<file path="src/ptm_defines.svh">
`ifndef PTM_DEFINES_SVH
`define PTM_DEFINES_SVH
// Register byte addresses
`define ADDR_CTRL_A 8'h00
`define ADDR_CTRL_B 8'h04
`define ADDR_CNT_LOW 8'h08
`define ADDR_CNT_HIGH 8'h0C
`define ADDR_CMPA_LOW 8'h10
`define ADDR_CMPA_HIGH 8'h14
`define ADDR_PER_LOW 8'h18
`define ADDR_PER_HIGH 8'h1C
// Control A fields
`define CA_PAUSE_BIT 7
`define CA_CLKSEL_HI 6
`define CA_CLKSEL_LO 4
`define CA_ON_BIT 3
`define CA_MASK 8'hF8
// Control B fields
`define CB_MODE_HI 7
`define CB_MODE_LO 6
`define CB_FUNC_HI 5
`define CB_FUNC_LO 4
`define CB_LEVEL_BIT 3
`define CB_POL_BIT 2
`define CB_CAPSRC_BIT 1
`define CB_CLR_BIT 0
// Reset values
`define CTRL_RESET 8'h00
// Prescaler ratios
`define DIV_SYS 4
`define DIV_H16 16
`define DIV_H64 64
`endif

</file>
<file path="src/ptm_pkg.sv">
package ptm_pkg;
    typedef enum logic [1:0] {
        MODE_COMPARE = 2'h0,
        MODE_CAPTURE = 2'h1,
        MODE_PWM = 2'h2,
        MODE_TIMER = 2'h3
    } op_mode_t;
    typedef enum logic [2:0] {
        CLK_SYS4 = 3'h0,
        CLK_HIGH = 3'h1,
        CLK_HIGH16 = 3'h2,
        CLK_HIGH64 = 3'h3,
        CLK_TB0 = 3'h4,
        CLK_TB1 = 3'h5,
        CLK_PIN_RISE = 3'h6,
        CLK_PIN_FALL = 3'h7
    } clk_sel_t;
    // Bus slave write path state
    typedef enum logic [1:0] {
        WR_IDLE,
        WR_RESP
    } wr_state_t;
endpackage : ptm_pkg

</file>
<file path="src/periodic_timer_core_regs.sv">
`timescale 1ns/1ps
`include "ptm_defines.svh"
// Contract
// - Ten-bit up counter on selected clock source
// - Comparators A and P track counter continuously
// - Software only clears counter via on-bit rise
// - Selected match clears and raises request; overflow clears, with no request, when P is zero
// - Pause bit holds count, resume from held
// - Clock select encodes eight source choices
// - On bit runs; rise zeroes; fall keeps value
// - Compare mode: on-bit rise restores initial level
// - Mode field selects four operating modes
// - Match A sets, clears or toggles output
// - Same level as initial gives no change
// - PWM field: inactive, active, PWM, one-shot
// - Capture field: rise, fall, both, off
// - Level bit: initial or active level
// - Polarity bit inverts outputs except timer mode
// - Capture source: primary input pin or clock pin
// - Clear select picks A or P/overflow in compare and timer modes
// - Counter readable as low and high bytes
// - Unimplemented bits read zero, ignore writes
// - Compare values ten-bit, split read/write bytes
// - Low write buffered, high write commits both
// - High read latches low byte into buffer
module periodic_timer_core_regs import ptm_pkg::*; #(
    parameter int CNT_W = 10
) (
    // Clock and reset
    input wire logic mclk,
    input wire logic reset,
    // Prescaled internal clock enables, one-cycle pulses
    input wire logic high_clk_tick,
    input wire logic timebase_tick,
    // External pins
    input wire logic external_clock_pin,
    input wire logic pin_primary_in,
    input wire logic pin_secondary_in,
    output logic output_pin_primary,
    output logic output_pin_secondary,
    // Comparator request pulses
    output logic match_a_pulse,
    output logic match_p_pulse,
    // AXI4-Lite write address
    input wire logic [7:0] s_axi_awaddr,
    input wire logic s_axi_awvalid,
    output logic s_axi_awready,
    // AXI4-Lite write data
    input wire logic [31:0] s_axi_wdata,
    input wire logic [3:0] s_axi_wstrb,
    input wire logic s_axi_wvalid,
    output logic s_axi_wready,
    // AXI4-Lite write response
    output logic [1:0] s_axi_bresp,
    output logic s_axi_bvalid,
    input wire logic s_axi_bready,
    // AXI4-Lite read address
    input wire logic [7:0] s_axi_araddr,
    input wire logic s_axi_arvalid,
    output logic s_axi_arready,
    // AXI4-Lite read data
    output logic [31:0] s_axi_rdata,
    output logic [1:0] s_axi_rresp,
    output logic s_axi_rvalid,
    input wire logic s_axi_rready
);
    localparam logic [CNT_W-1:0] CNT_MAX = {CNT_W{1'b1}};

    logic [7:0] ctrl_a_reg; // Pause, clock select, on bit
    logic [7:0] ctrl_b_reg; // Mode, function, level, polarity, capture, clear
    logic [CNT_W-1:0] count_reg; // Main counter
    logic [CNT_W-1:0] cmp_a_reg; // Compare A value
    logic [CNT_W-1:0] cmp_p_reg; // Compare P value
    logic [7:0] hold_buf_reg; // Shared low-byte holding buffer
    logic on_prev_reg; // Previous on bit for edge detection
    logic pin_sync1_reg, pin_sync2_reg, pin_prev_reg; // Clock pin synchroniser
    logic capsrc_sync1_reg, capsrc_sync2_reg, capsrc_prev_reg; // Capture pin synchroniser
    logic [5:0] div_sys_reg; // System clock prescaler
    logic [5:0] div_high_reg; // High clock prescaler (counts ticks)
    logic out_level_reg; // Internal output level before polarity
    logic capture_hit; // Capture edge event, for completeness of the mode

    // Field views
    op_mode_t mode;
    clk_sel_t clk_sel;
    logic [1:0] func;
    logic timer_on, paused, on_rise;
    assign mode = op_mode_t'(ctrl_b_reg[`CB_MODE_HI:`CB_MODE_LO]);
    assign clk_sel = clk_sel_t'(ctrl_a_reg[`CA_CLKSEL_HI:`CA_CLKSEL_LO]);
    assign func = ctrl_b_reg[`CB_FUNC_HI:`CB_FUNC_LO];
    assign timer_on = ctrl_a_reg[`CA_ON_BIT];
    assign paused = ctrl_a_reg[`CA_PAUSE_BIT];
    assign on_rise = timer_on & ~on_prev_reg;

    // Synchronise the external clock pin; stage two and its delayed copy feed the edge decode
    always_ff @(posedge mclk or posedge reset) begin
        if (reset) begin
            pin_sync1_reg <= 1'b0;
            pin_sync2_reg <= 1'b0;
            pin_prev_reg <= 1'b0;
        end else begin
            pin_sync1_reg <= external_clock_pin;
            pin_sync2_reg <= pin_sync1_reg;
            pin_prev_reg <= pin_sync2_reg;
        end
    end

    // Prescalers free-run so the count phase does not depend on the on bit
    always_ff @(posedge mclk or posedge reset) begin
        if (reset) begin
            div_sys_reg <= 6'h00;
            div_high_reg <= 6'h00;
        end else begin
            div_sys_reg <= (div_sys_reg == 6'(`DIV_SYS - 1)) ? 6'h00 : div_sys_reg + 6'h01;
            if (high_clk_tick) begin
                div_high_reg <= div_high_reg + 6'h01;
            end
        end
    end

    // Clock source selection into a single count enable
    logic count_tick;
    always_comb begin
        case (clk_sel)
            CLK_SYS4: count_tick = (div_sys_reg == 6'h00);
            CLK_HIGH: count_tick = high_clk_tick;
            CLK_HIGH16: count_tick = high_clk_tick && (div_high_reg[3:0] == 4'(`DIV_H16 - 1));
            CLK_HIGH64: count_tick = high_clk_tick && (div_high_reg == 6'(`DIV_H64 - 1));
            CLK_TB0, CLK_TB1: count_tick = timebase_tick;
            CLK_PIN_RISE: count_tick = pin_sync2_reg & ~pin_prev_reg;
            CLK_PIN_FALL: count_tick = ~pin_sync2_reg & pin_prev_reg;
            default: count_tick = 1'b0;
        endcase
    end

    // Comparators compare all ten bits continuously
    logic hit_a, hit_p, overflow, clear_on_a;
    assign hit_a = (count_reg == cmp_a_reg);
    assign hit_p = (count_reg == cmp_p_reg);
    assign overflow = (count_reg == CNT_MAX);
    // Clear select only matters in compare and timer modes
    assign clear_on_a = ctrl_b_reg[`CB_CLR_BIT] && (mode == MODE_COMPARE || mode == MODE_TIMER);

    logic advance, clear_now, fire_a, fire_p;
    assign advance = timer_on && !paused && count_tick;
    assign fire_a = advance && hit_a;
    assign fire_p = advance && hit_p && !clear_on_a;
    // Clear on selected match; P of zero means wrap at overflow
    assign clear_now = advance && (clear_on_a ? hit_a :
                      (cmp_p_reg == '0 ? overflow : hit_p));

    // Main counter: no software load path; software clears it only via the on-bit rise
    always_ff @(posedge mclk or posedge reset) begin
        if (reset) begin
            count_reg <= '0;
        end else if (on_rise) begin
            count_reg <= '0;
        end else if (clear_now) begin
            count_reg <= '0;
        end else if (advance) begin
            count_reg <= count_reg + 1'b1;
        end
    end

    // One-cycle request pulses per comparator
    always_ff @(posedge mclk or posedge reset) begin
        if (reset) begin
            match_a_pulse <= 1'b0;
            match_p_pulse <= 1'b0;
        end else begin
            match_a_pulse <= fire_a;
            match_p_pulse <= fire_p;
        end
    end

    // Capture pin chosen, then synchronised; edge decode per function field
    always_ff @(posedge mclk or posedge reset) begin
        if (reset) begin
            capsrc_sync1_reg <= 1'b0;
            capsrc_sync2_reg <= 1'b0;
            capsrc_prev_reg <= 1'b0;
        end else begin
            capsrc_sync1_reg <= ctrl_b_reg[`CB_CAPSRC_BIT] ? external_clock_pin : pin_primary_in;
            capsrc_sync2_reg <= capsrc_sync1_reg;
            capsrc_prev_reg <= capsrc_sync2_reg;
        end
    end
    always_comb begin
        case (func)
            2'h0: capture_hit = capsrc_sync2_reg & ~capsrc_prev_reg;
            2'h1: capture_hit = ~capsrc_sync2_reg & capsrc_prev_reg;
            2'h2: capture_hit = capsrc_sync2_reg ^ capsrc_prev_reg;
            default: capture_hit = 1'b0;
        endcase
    end

    // Output level: compare actions, PWM and single pulse
    logic pulse_done_reg; // Single pulse already emitted
    always_ff @(posedge mclk or posedge reset) begin
        if (reset) begin
            out_level_reg <= 1'b0;
            pulse_done_reg <= 1'b0;
        end else begin
            case (mode)
                MODE_COMPARE: begin
                    if (on_rise) begin
                        out_level_reg <= ctrl_b_reg[`CB_LEVEL_BIT];
                    end else if (fire_a) begin
                        case (func)
                            2'h1: out_level_reg <= 1'b0;
                            2'h2: out_level_reg <= 1'b1;
                            2'h3: out_level_reg <= ~out_level_reg;
                            default: out_level_reg <= out_level_reg;
                        endcase
                    end
                end
                MODE_PWM: begin
                    // Active level while count below duty value
                    if (on_rise) begin
                        pulse_done_reg <= 1'b0;
                    end
                    case (func)
                        2'h0: out_level_reg <= ~ctrl_b_reg[`CB_LEVEL_BIT];
                        2'h1: out_level_reg <= ctrl_b_reg[`CB_LEVEL_BIT];
                        2'h2: out_level_reg <= (timer_on && count_reg < cmp_a_reg) ?
                                               ctrl_b_reg[`CB_LEVEL_BIT] : ~ctrl_b_reg[`CB_LEVEL_BIT];
                        default: begin
                            out_level_reg <= (timer_on && !pulse_done_reg && count_reg < cmp_a_reg) ?
                                             ctrl_b_reg[`CB_LEVEL_BIT] : ~ctrl_b_reg[`CB_LEVEL_BIT];
                            if (fire_a) begin
                                pulse_done_reg <= 1'b1;
                            end
                        end
                    endcase
                end
                default: out_level_reg <= out_level_reg;
            endcase
        end
    end

    // Pins: polarity applies except in timer mode, outputs come from flops
    always_ff @(posedge mclk or posedge reset) begin
        if (reset) begin
            output_pin_primary <= 1'b0;
            output_pin_secondary <= 1'b1;
        end else begin
            output_pin_primary <= out_level_reg ^ (ctrl_b_reg[`CB_POL_BIT] && mode != MODE_TIMER);
            output_pin_secondary <= ~(out_level_reg ^ (ctrl_b_reg[`CB_POL_BIT] && mode != MODE_TIMER));
        end
    end

    // AXI4-Lite write: take address and data in either order
    logic aw_held, w_held;
    logic [7:0] aw_addr_reg;
    logic [7:0] w_data_reg;
    logic w_lane0_reg;
    wr_state_t wr_state;
    assign s_axi_bresp = 2'h0;
    assign s_axi_rresp = 2'h0;
    always_ff @(posedge mclk or posedge reset) begin
        if (reset) begin
            s_axi_awready <= 1'b1;
            s_axi_wready <= 1'b1;
            aw_held <= 1'b0;
            w_held <= 1'b0;
            aw_addr_reg <= 8'h00;
            w_data_reg <= 8'h00;
            w_lane0_reg <= 1'b0;
            s_axi_bvalid <= 1'b0;
            wr_state <= WR_IDLE;
        end else begin
            case (wr_state)
                WR_IDLE: begin
                    if (s_axi_awvalid && s_axi_awready) begin
                        aw_held <= 1'b1;
                        aw_addr_reg <= s_axi_awaddr;
                        s_axi_awready <= 1'b0;
                    end
                    if (s_axi_wvalid && s_axi_wready) begin
                        w_held <= 1'b1;
                        w_data_reg <= s_axi_wdata[7:0];
                        w_lane0_reg <= s_axi_wstrb[0];
                        s_axi_wready <= 1'b0;
                    end
                    if (aw_held && w_held) begin
                        s_axi_bvalid <= 1'b1;
                        wr_state <= WR_RESP;
                    end
                end
                WR_RESP: begin
                    if (s_axi_bready) begin
                        s_axi_bvalid <= 1'b0;
                        aw_held <= 1'b0;
                        w_held <= 1'b0;
                        s_axi_awready <= 1'b1;
                        s_axi_wready <= 1'b1;
                        wr_state <= WR_IDLE;
                    end
                end
                default: wr_state <= WR_IDLE;
            endcase
        end
    end
    logic wr_fire;
    assign wr_fire = (wr_state == WR_IDLE) && aw_held && w_held && w_lane0_reg;

    // AXI4-Lite read: one cycle to answer, high byte reads latch low byte
    logic rd_fire;
    assign rd_fire = s_axi_arvalid && s_axi_arready;
    always_ff @(posedge mclk or posedge reset) begin
        if (reset) begin
            s_axi_arready <= 1'b1;
            s_axi_rvalid <= 1'b0;
            s_axi_rdata <= 32'h0000_0000;
        end else if (rd_fire) begin
            s_axi_arready <= 1'b0;
            s_axi_rvalid <= 1'b1;
            case (s_axi_araddr)
                `ADDR_CTRL_A: s_axi_rdata <= {24'h0, ctrl_a_reg};
                `ADDR_CTRL_B: s_axi_rdata <= {24'h0, ctrl_b_reg};
                `ADDR_CNT_HIGH: s_axi_rdata <= {30'h0, count_reg[9:8]};
                `ADDR_CMPA_HIGH: s_axi_rdata <= {30'h0, cmp_a_reg[9:8]};
                `ADDR_PER_HIGH: s_axi_rdata <= {30'h0, cmp_p_reg[9:8]};
                `ADDR_CNT_LOW, `ADDR_CMPA_LOW, `ADDR_PER_LOW: s_axi_rdata <= {24'h0, hold_buf_reg};
                default: s_axi_rdata <= 32'h0000_0000;
            endcase
        end else if (s_axi_rvalid && s_axi_rready) begin
            s_axi_rvalid <= 1'b0;
            s_axi_arready <= 1'b1;
        end
    end

    // Control registers and compare pairs; writes to unused bits dropped
    always_ff @(posedge mclk or posedge reset) begin
        if (reset) begin
            ctrl_a_reg <= `CTRL_RESET;
            ctrl_b_reg <= `CTRL_RESET;
            cmp_a_reg <= '0;
            cmp_p_reg <= '0;
            on_prev_reg <= 1'b0;
        end else begin
            on_prev_reg <= timer_on;
            if (wr_fire) begin
                case (aw_addr_reg)
                    `ADDR_CTRL_A: ctrl_a_reg <= w_data_reg & `CA_MASK;
                    `ADDR_CTRL_B: ctrl_b_reg <= w_data_reg;
                    `ADDR_CMPA_HIGH: cmp_a_reg <= {w_data_reg[1:0], hold_buf_reg};
                    `ADDR_PER_HIGH: cmp_p_reg <= {w_data_reg[1:0], hold_buf_reg};
                    default: ctrl_a_reg <= ctrl_a_reg;
                endcase
            end
        end
    end

    // Shared holding buffer: compare low writes fill it, high reads latch into it
    always_ff @(posedge mclk or posedge reset) begin
        if (reset) begin
            hold_buf_reg <= 8'h00;
        end else if (rd_fire && s_axi_araddr == `ADDR_CNT_HIGH) begin
            hold_buf_reg <= count_reg[7:0];
        end else if (rd_fire && s_axi_araddr == `ADDR_CMPA_HIGH) begin
            hold_buf_reg <= cmp_a_reg[7:0];
        end else if (rd_fire && s_axi_araddr == `ADDR_PER_HIGH) begin
            hold_buf_reg <= cmp_p_reg[7:0];
        end else if (wr_fire && (aw_addr_reg == `ADDR_CMPA_LOW || aw_addr_reg == `ADDR_PER_LOW)) begin
            hold_buf_reg <= w_data_reg;
        end
    end

    // Checks
    property p_on_rise_clears;
        @(posedge mclk) disable iff (reset) on_rise |=> count_reg == '0;
    endproperty
    a_on_rise_clears: assert property (p_on_rise_clears) else $error("on rise did not clear");
    property p_pause_holds;
        @(posedge mclk) disable iff (reset) (paused && !on_rise) |=> $stable(count_reg);
    endproperty
    a_pause_holds: assert property (p_pause_holds) else $error("count moved in pause");
    property p_off_holds;
        @(posedge mclk) disable iff (reset) (!timer_on && !on_rise) |=> $stable(count_reg);
    endproperty
    a_off_holds: assert property (p_off_holds) else $error("count moved while off");
    property p_clear_pulse;
        @(posedge mclk) disable iff (reset) clear_now && !on_rise |=> count_reg == '0;
    endproperty
    a_clear_pulse: assert property (p_clear_pulse) else $error("clear missed");
    property p_pulse_single;
        @(posedge mclk) disable iff (reset) match_a_pulse |=> !match_a_pulse;
    endproperty
    a_pulse_single: assert property (p_pulse_single) else $error("pulse too long");
    property p_no_p_when_a;
        @(posedge mclk) disable iff (reset) clear_on_a |=> !match_p_pulse;
    endproperty
    a_no_p_when_a: assert property (p_no_p_when_a) else $error("P pulse with A clear");
    property p_init_level;
        @(posedge mclk) disable iff (reset) (on_rise && mode == MODE_COMPARE) |=>
            out_level_reg == $past(ctrl_b_reg[`CB_LEVEL_BIT]);
    endproperty
    a_init_level: assert property (p_init_level) else $error("initial level wrong");
    property p_step_one;
        @(posedge mclk) disable iff (reset) (advance && !clear_now && !on_rise) |=>
            count_reg == $past(count_reg) + 1'b1;
    endproperty
    a_step_one: assert property (p_step_one) else $error("count step wrong");
endmodule : periodic_timer_core_regs

</file>
<file path="config.mk">
export PLATFORM = sky130hd
export DESIGN_NAME = periodic_timer_core_regs
export DESIGN_NICKNAME = d
export VERILOG_FILES = /design/src/ptm_pkg.sv /design/src/periodic_timer_core_regs.sv
export VERILOG_INCLUDE_DIRS = /design/src
export SDC_FILE = /design/constraint.sdc
export NUM_CORES = 1
export LEC_CHECK = 0
export BUFFER_PORTS_ARGS = -buffer_cell sky130_fd_sc_hd__clkbuf_2
export CAP_MARGIN = 20
export CORE_ASPECT_RATIO = 0.9
export CORE_UTILIZATION = 54
export DETAILED_ROUTE_END_ITERATION = 12
export HOLD_SLACK_MARGIN = 0.06
export PLACE_DENSITY = 0.86
export RECOVER_POWER = 25
export SETUP_SLACK_MARGIN = 0.4
export SLEW_MARGIN = 25
export SYNTH_ARGS = -nofsm -noshare
export SYNTH_HDL_FRONTEND = slang
export SYNTH_SLANG_ARGS = --single-unit
</file>
<file path="constraint.sdc">
create_clock -name mclk -period 4.77 [get_ports mclk]
set_clock_uncertainty 0.05 [all_clocks]
set_input_delay 0.477 -clock mclk [delete_from_list [all_inputs] [get_ports mclk]]
set_output_delay 0.477 -clock mclk [all_outputs]
set_load 0.02 [all_outputs]
</file>
==> summary.txt <==
Floorplanning
  – FP Rows: 34
  – Initial Util: 56.8%
  – Die X: 110 um
  – Die area: 10,800 um^2
  – Core area: 9910 um^2
  – I/O pin total: 109
  – Die height: 98.9 um

Outcome
  – Violations in the final reports: max-capacitance violations, max-slew violations
  – Status: complete, but fails checks

Clock tree
  – Clock Sinks: 105
  – CTS resizes: 0
  – Total CTS buffers: 9
  – H-tree level count: 3
  – Clock Path Buffers: 2
  – Worst skew pair latency: 0.36 ns
  – Root Driver: clkbuf_16
  – Post-CTS setup repair buffer count: 0
  – TritonCTS clock tree: built
  – Hold-fix buffers, CTS: 0
  – Clock slew at reported path FFs: 0.07 ns

Yosys
  – Mapped Avg Cell Area: 10.6 um^2
  – Prevailing post-synth register cell: dfrtp_1
  – Most area-consuming cells after synthesis: dfrtp_1, mux2_2, ha_1, buf_4, nand2_1
  – Yosys top cell by area: dfrtp_1
  – Post-Syn Instances: 532
  – Number of flops mapped to enable cells by yosys: 0
  – Synth cell types: 56
  – Yosys reg bits: 105
  – Async SR Flop Fraction: 100%
  – Post-synthesis sequential area ratio: 46.7%
  – Post-Syn Area: 5630 um^2
  – Warnings from Yosys: 0
  – Yosys top cell area share: 44.9%

Worst setup path
  – Critical Path Max Stage Delay: 0.75 ns
  – Launch point of the worst reg-to-reg path: count_reg[8]$_DFFE_PP0P_
  – Required time of the critical path: 4.97 ns
  – Arrival time of the worst setup path: 2.77 ns
  – Crit path max fanout: 13
  – CP max stage cell: nor4_1
  – Startpoint types: flop
  – Cell chain of the critical path: ha_1 > nand4_1 > nor4_1 > o2bb2ai_2 > a32o_2
  – Setup crit start: count_reg[8]$_DFFE_PP0P_
  – Setup CP Type: flop to flop
  – Crit end category: flop

Route
  – Routed wire length: 11,900 um
  – Post-route ant nets: 0
  – Vias per inst: 5.84
  – First-pass iteration count of the detailed router: 5
  – Via count: 4,129
  – DRC: 0
  – Routed len/inst: 16.8 um
  – Initial drt markers: 323

GRT
  – Total GRT Usage: 24.1%
  – Vias in the first global route: 4,031
  – Initial antenna violation count: 0
  – Global route overflow: 0
  – Largest net degree at the start of global routing: 64
  – First-pass GRT wire length: 19,700 um

STA
  – Max frequency: 388 MHz
  – Final Max Tran Viols: 64
  – TNS Setup: 0 ns
  – Fin. Hold Viols: 0
  – Period utilisation layout: 54.1%
  – Tmin final: 2.58 ns
  – Worst slew pin tran: 2.75 ns
  – Worst slew margin: -84.1%
  – RSZ-0062 raised after global routing: false
  – Endpoints failing setup: 0
  – Hold Slack: 0.169 ns

Finish
  – Fill count: 757
  – Commonest non-fill, non-tap cell in the layout: dfrtp_1
  – ANT cells: 0
  – Layout area overhead: 9.42%
  – Most frequent cells in the layout: dfrtp_1, nand2_1, mux2_2
  – Layout cells sized above 1: 23.9%
  – Nets@finish: 661

Pwr
  – Peak supply drop: 0.291 mV
  – Seq pwr share: 49.2%
  – Leak: 0.00300 uW
  – Switching Fraction: 32.7%
  – NetSw: 858 uW
  – Pwr/cell area: 425 nW/um^2
  – Internal power: 1760 uW
  – Comb pwr share: 21.9%
  – Power share of the clock group: 29.0%

Hold path
  – Hold crit path type: input port to flop
  – Worst min-delay path startpoint: external_clock_pin

Placed design
  – GPL Wtd Cong: 0.949
  – Detailed placement HPWL: 8640 um
  – I/O Buffers: 51

Flow run
  – Max Cap Viol: 1
cell type report:
class	instances	area, um^2	share of cell area, %
clock buffer	11	243	3.94
clock inverter	5	62.6	1.02
inverter	26	98.8	1.60
multi-input combinational	381	2700	43.8
sequential	105	2630	42.7
tap	126	158	2.56
timing repair buffer	53	269	4.37
cells in the mapped netlist (9+ instances only):
library cell and n:
clkbuf_1 14, nor2_1 30, o21ai_0 30, nand2_1 53, inv_1 26, a21o_1 9
buf_4 30, nand3_1 16, dfrtp_1 101, ha_1 21, mux2_2 52, a21oi_1 17
xor2_1 14, mux2i_1 14, a31oi_1 9
path summary, 6_finish.rpt:
| path | to | slack [ns] | cells after the start |
|---|---|---|---|
| max in group asynchronous | output_pin_secondary$_DFF_PP1_ | 2.34 | 3 |
| max reg2reg | count_reg[1]$_DFFE_PP0P_ | 2.19 | 5 |
| min in group asynchronous | cmp_p_reg[6]$_DFFE_PP0P_ | 0.83 | 2 |
| max | count_reg[1]$_DFFE_PP0P_ | 2.19 | 5 |
| min reg2reg | pin_sync2_reg$_DFF_PP0_ | 0.31 | 0 |
| min | pin_sync1_reg$_DFF_PP0_ | 0.17 | 1 |
power groups by stage:
stage               logic [uW]  clock network [uW]  registers (uW)
floorplan                  455                   0            1240
global placement           536                   0            1280
detailed placement         564                   0            1300
CTS                        569                 767            1280
global route               642                 801            1310
finish                     573                 759            1290
kinds of logic (layout without fill, tap and decap cells):
| logic type | Yosys count | count (layout) | share of synthesized area (%) |
|---|---|---|---|
| AOI/OAI and AO/OA | 89 | 89 | 10.0 |
| xor gates and xnor gates | 22 | 22 | 3.42 |
| adders and majority gates | 21 | 21 | 4.67 |
| buffers and inverters | 73 | 95 | 7.13 |
| DFF | 105 | 105 | 46.7 |
| muxes | 68 | 68 | 13.7 |
| other | 1 | 28 | 0.0666 |
| and+or+nand+nor | 153 | 153 | 14.3 |
metal layers:
layer / wire length [um] / vias up / global-route usage, %
met1: 5330 / 2012 / 32.8
met4: 270 / 0 / 8.72
met3: 830 / 23 / 6.35
met2: 5470 / 197 / 37.0
met5: 0 / - / 0
li1: - / 1897 / -
metrics by stage:
step	worst slack (ns)	utilization, %	total power (uW)	cells	cell area, um^2
floorplan	1.49	-	1700	559	5730
global placement	2.13	59.1	1820	691	5860
detailed placement	2.05	59.1	1860	691	5860
CTS	2.29	62.2	2620	707	6160
global route	1.89	62.2	2760	707	6160
finish	2.19	62.2	2620	707	6160
critical path: cells and delay by family, from the launching register on:
kind	cells	cell delay (ns)
AOI/OAI and AO/OA	2	0.63
adders and majority gates	1	0.37
DFF	1	0.47
and+or+nand+nor	2	0.95
Power figures use the tool's default switching activity.
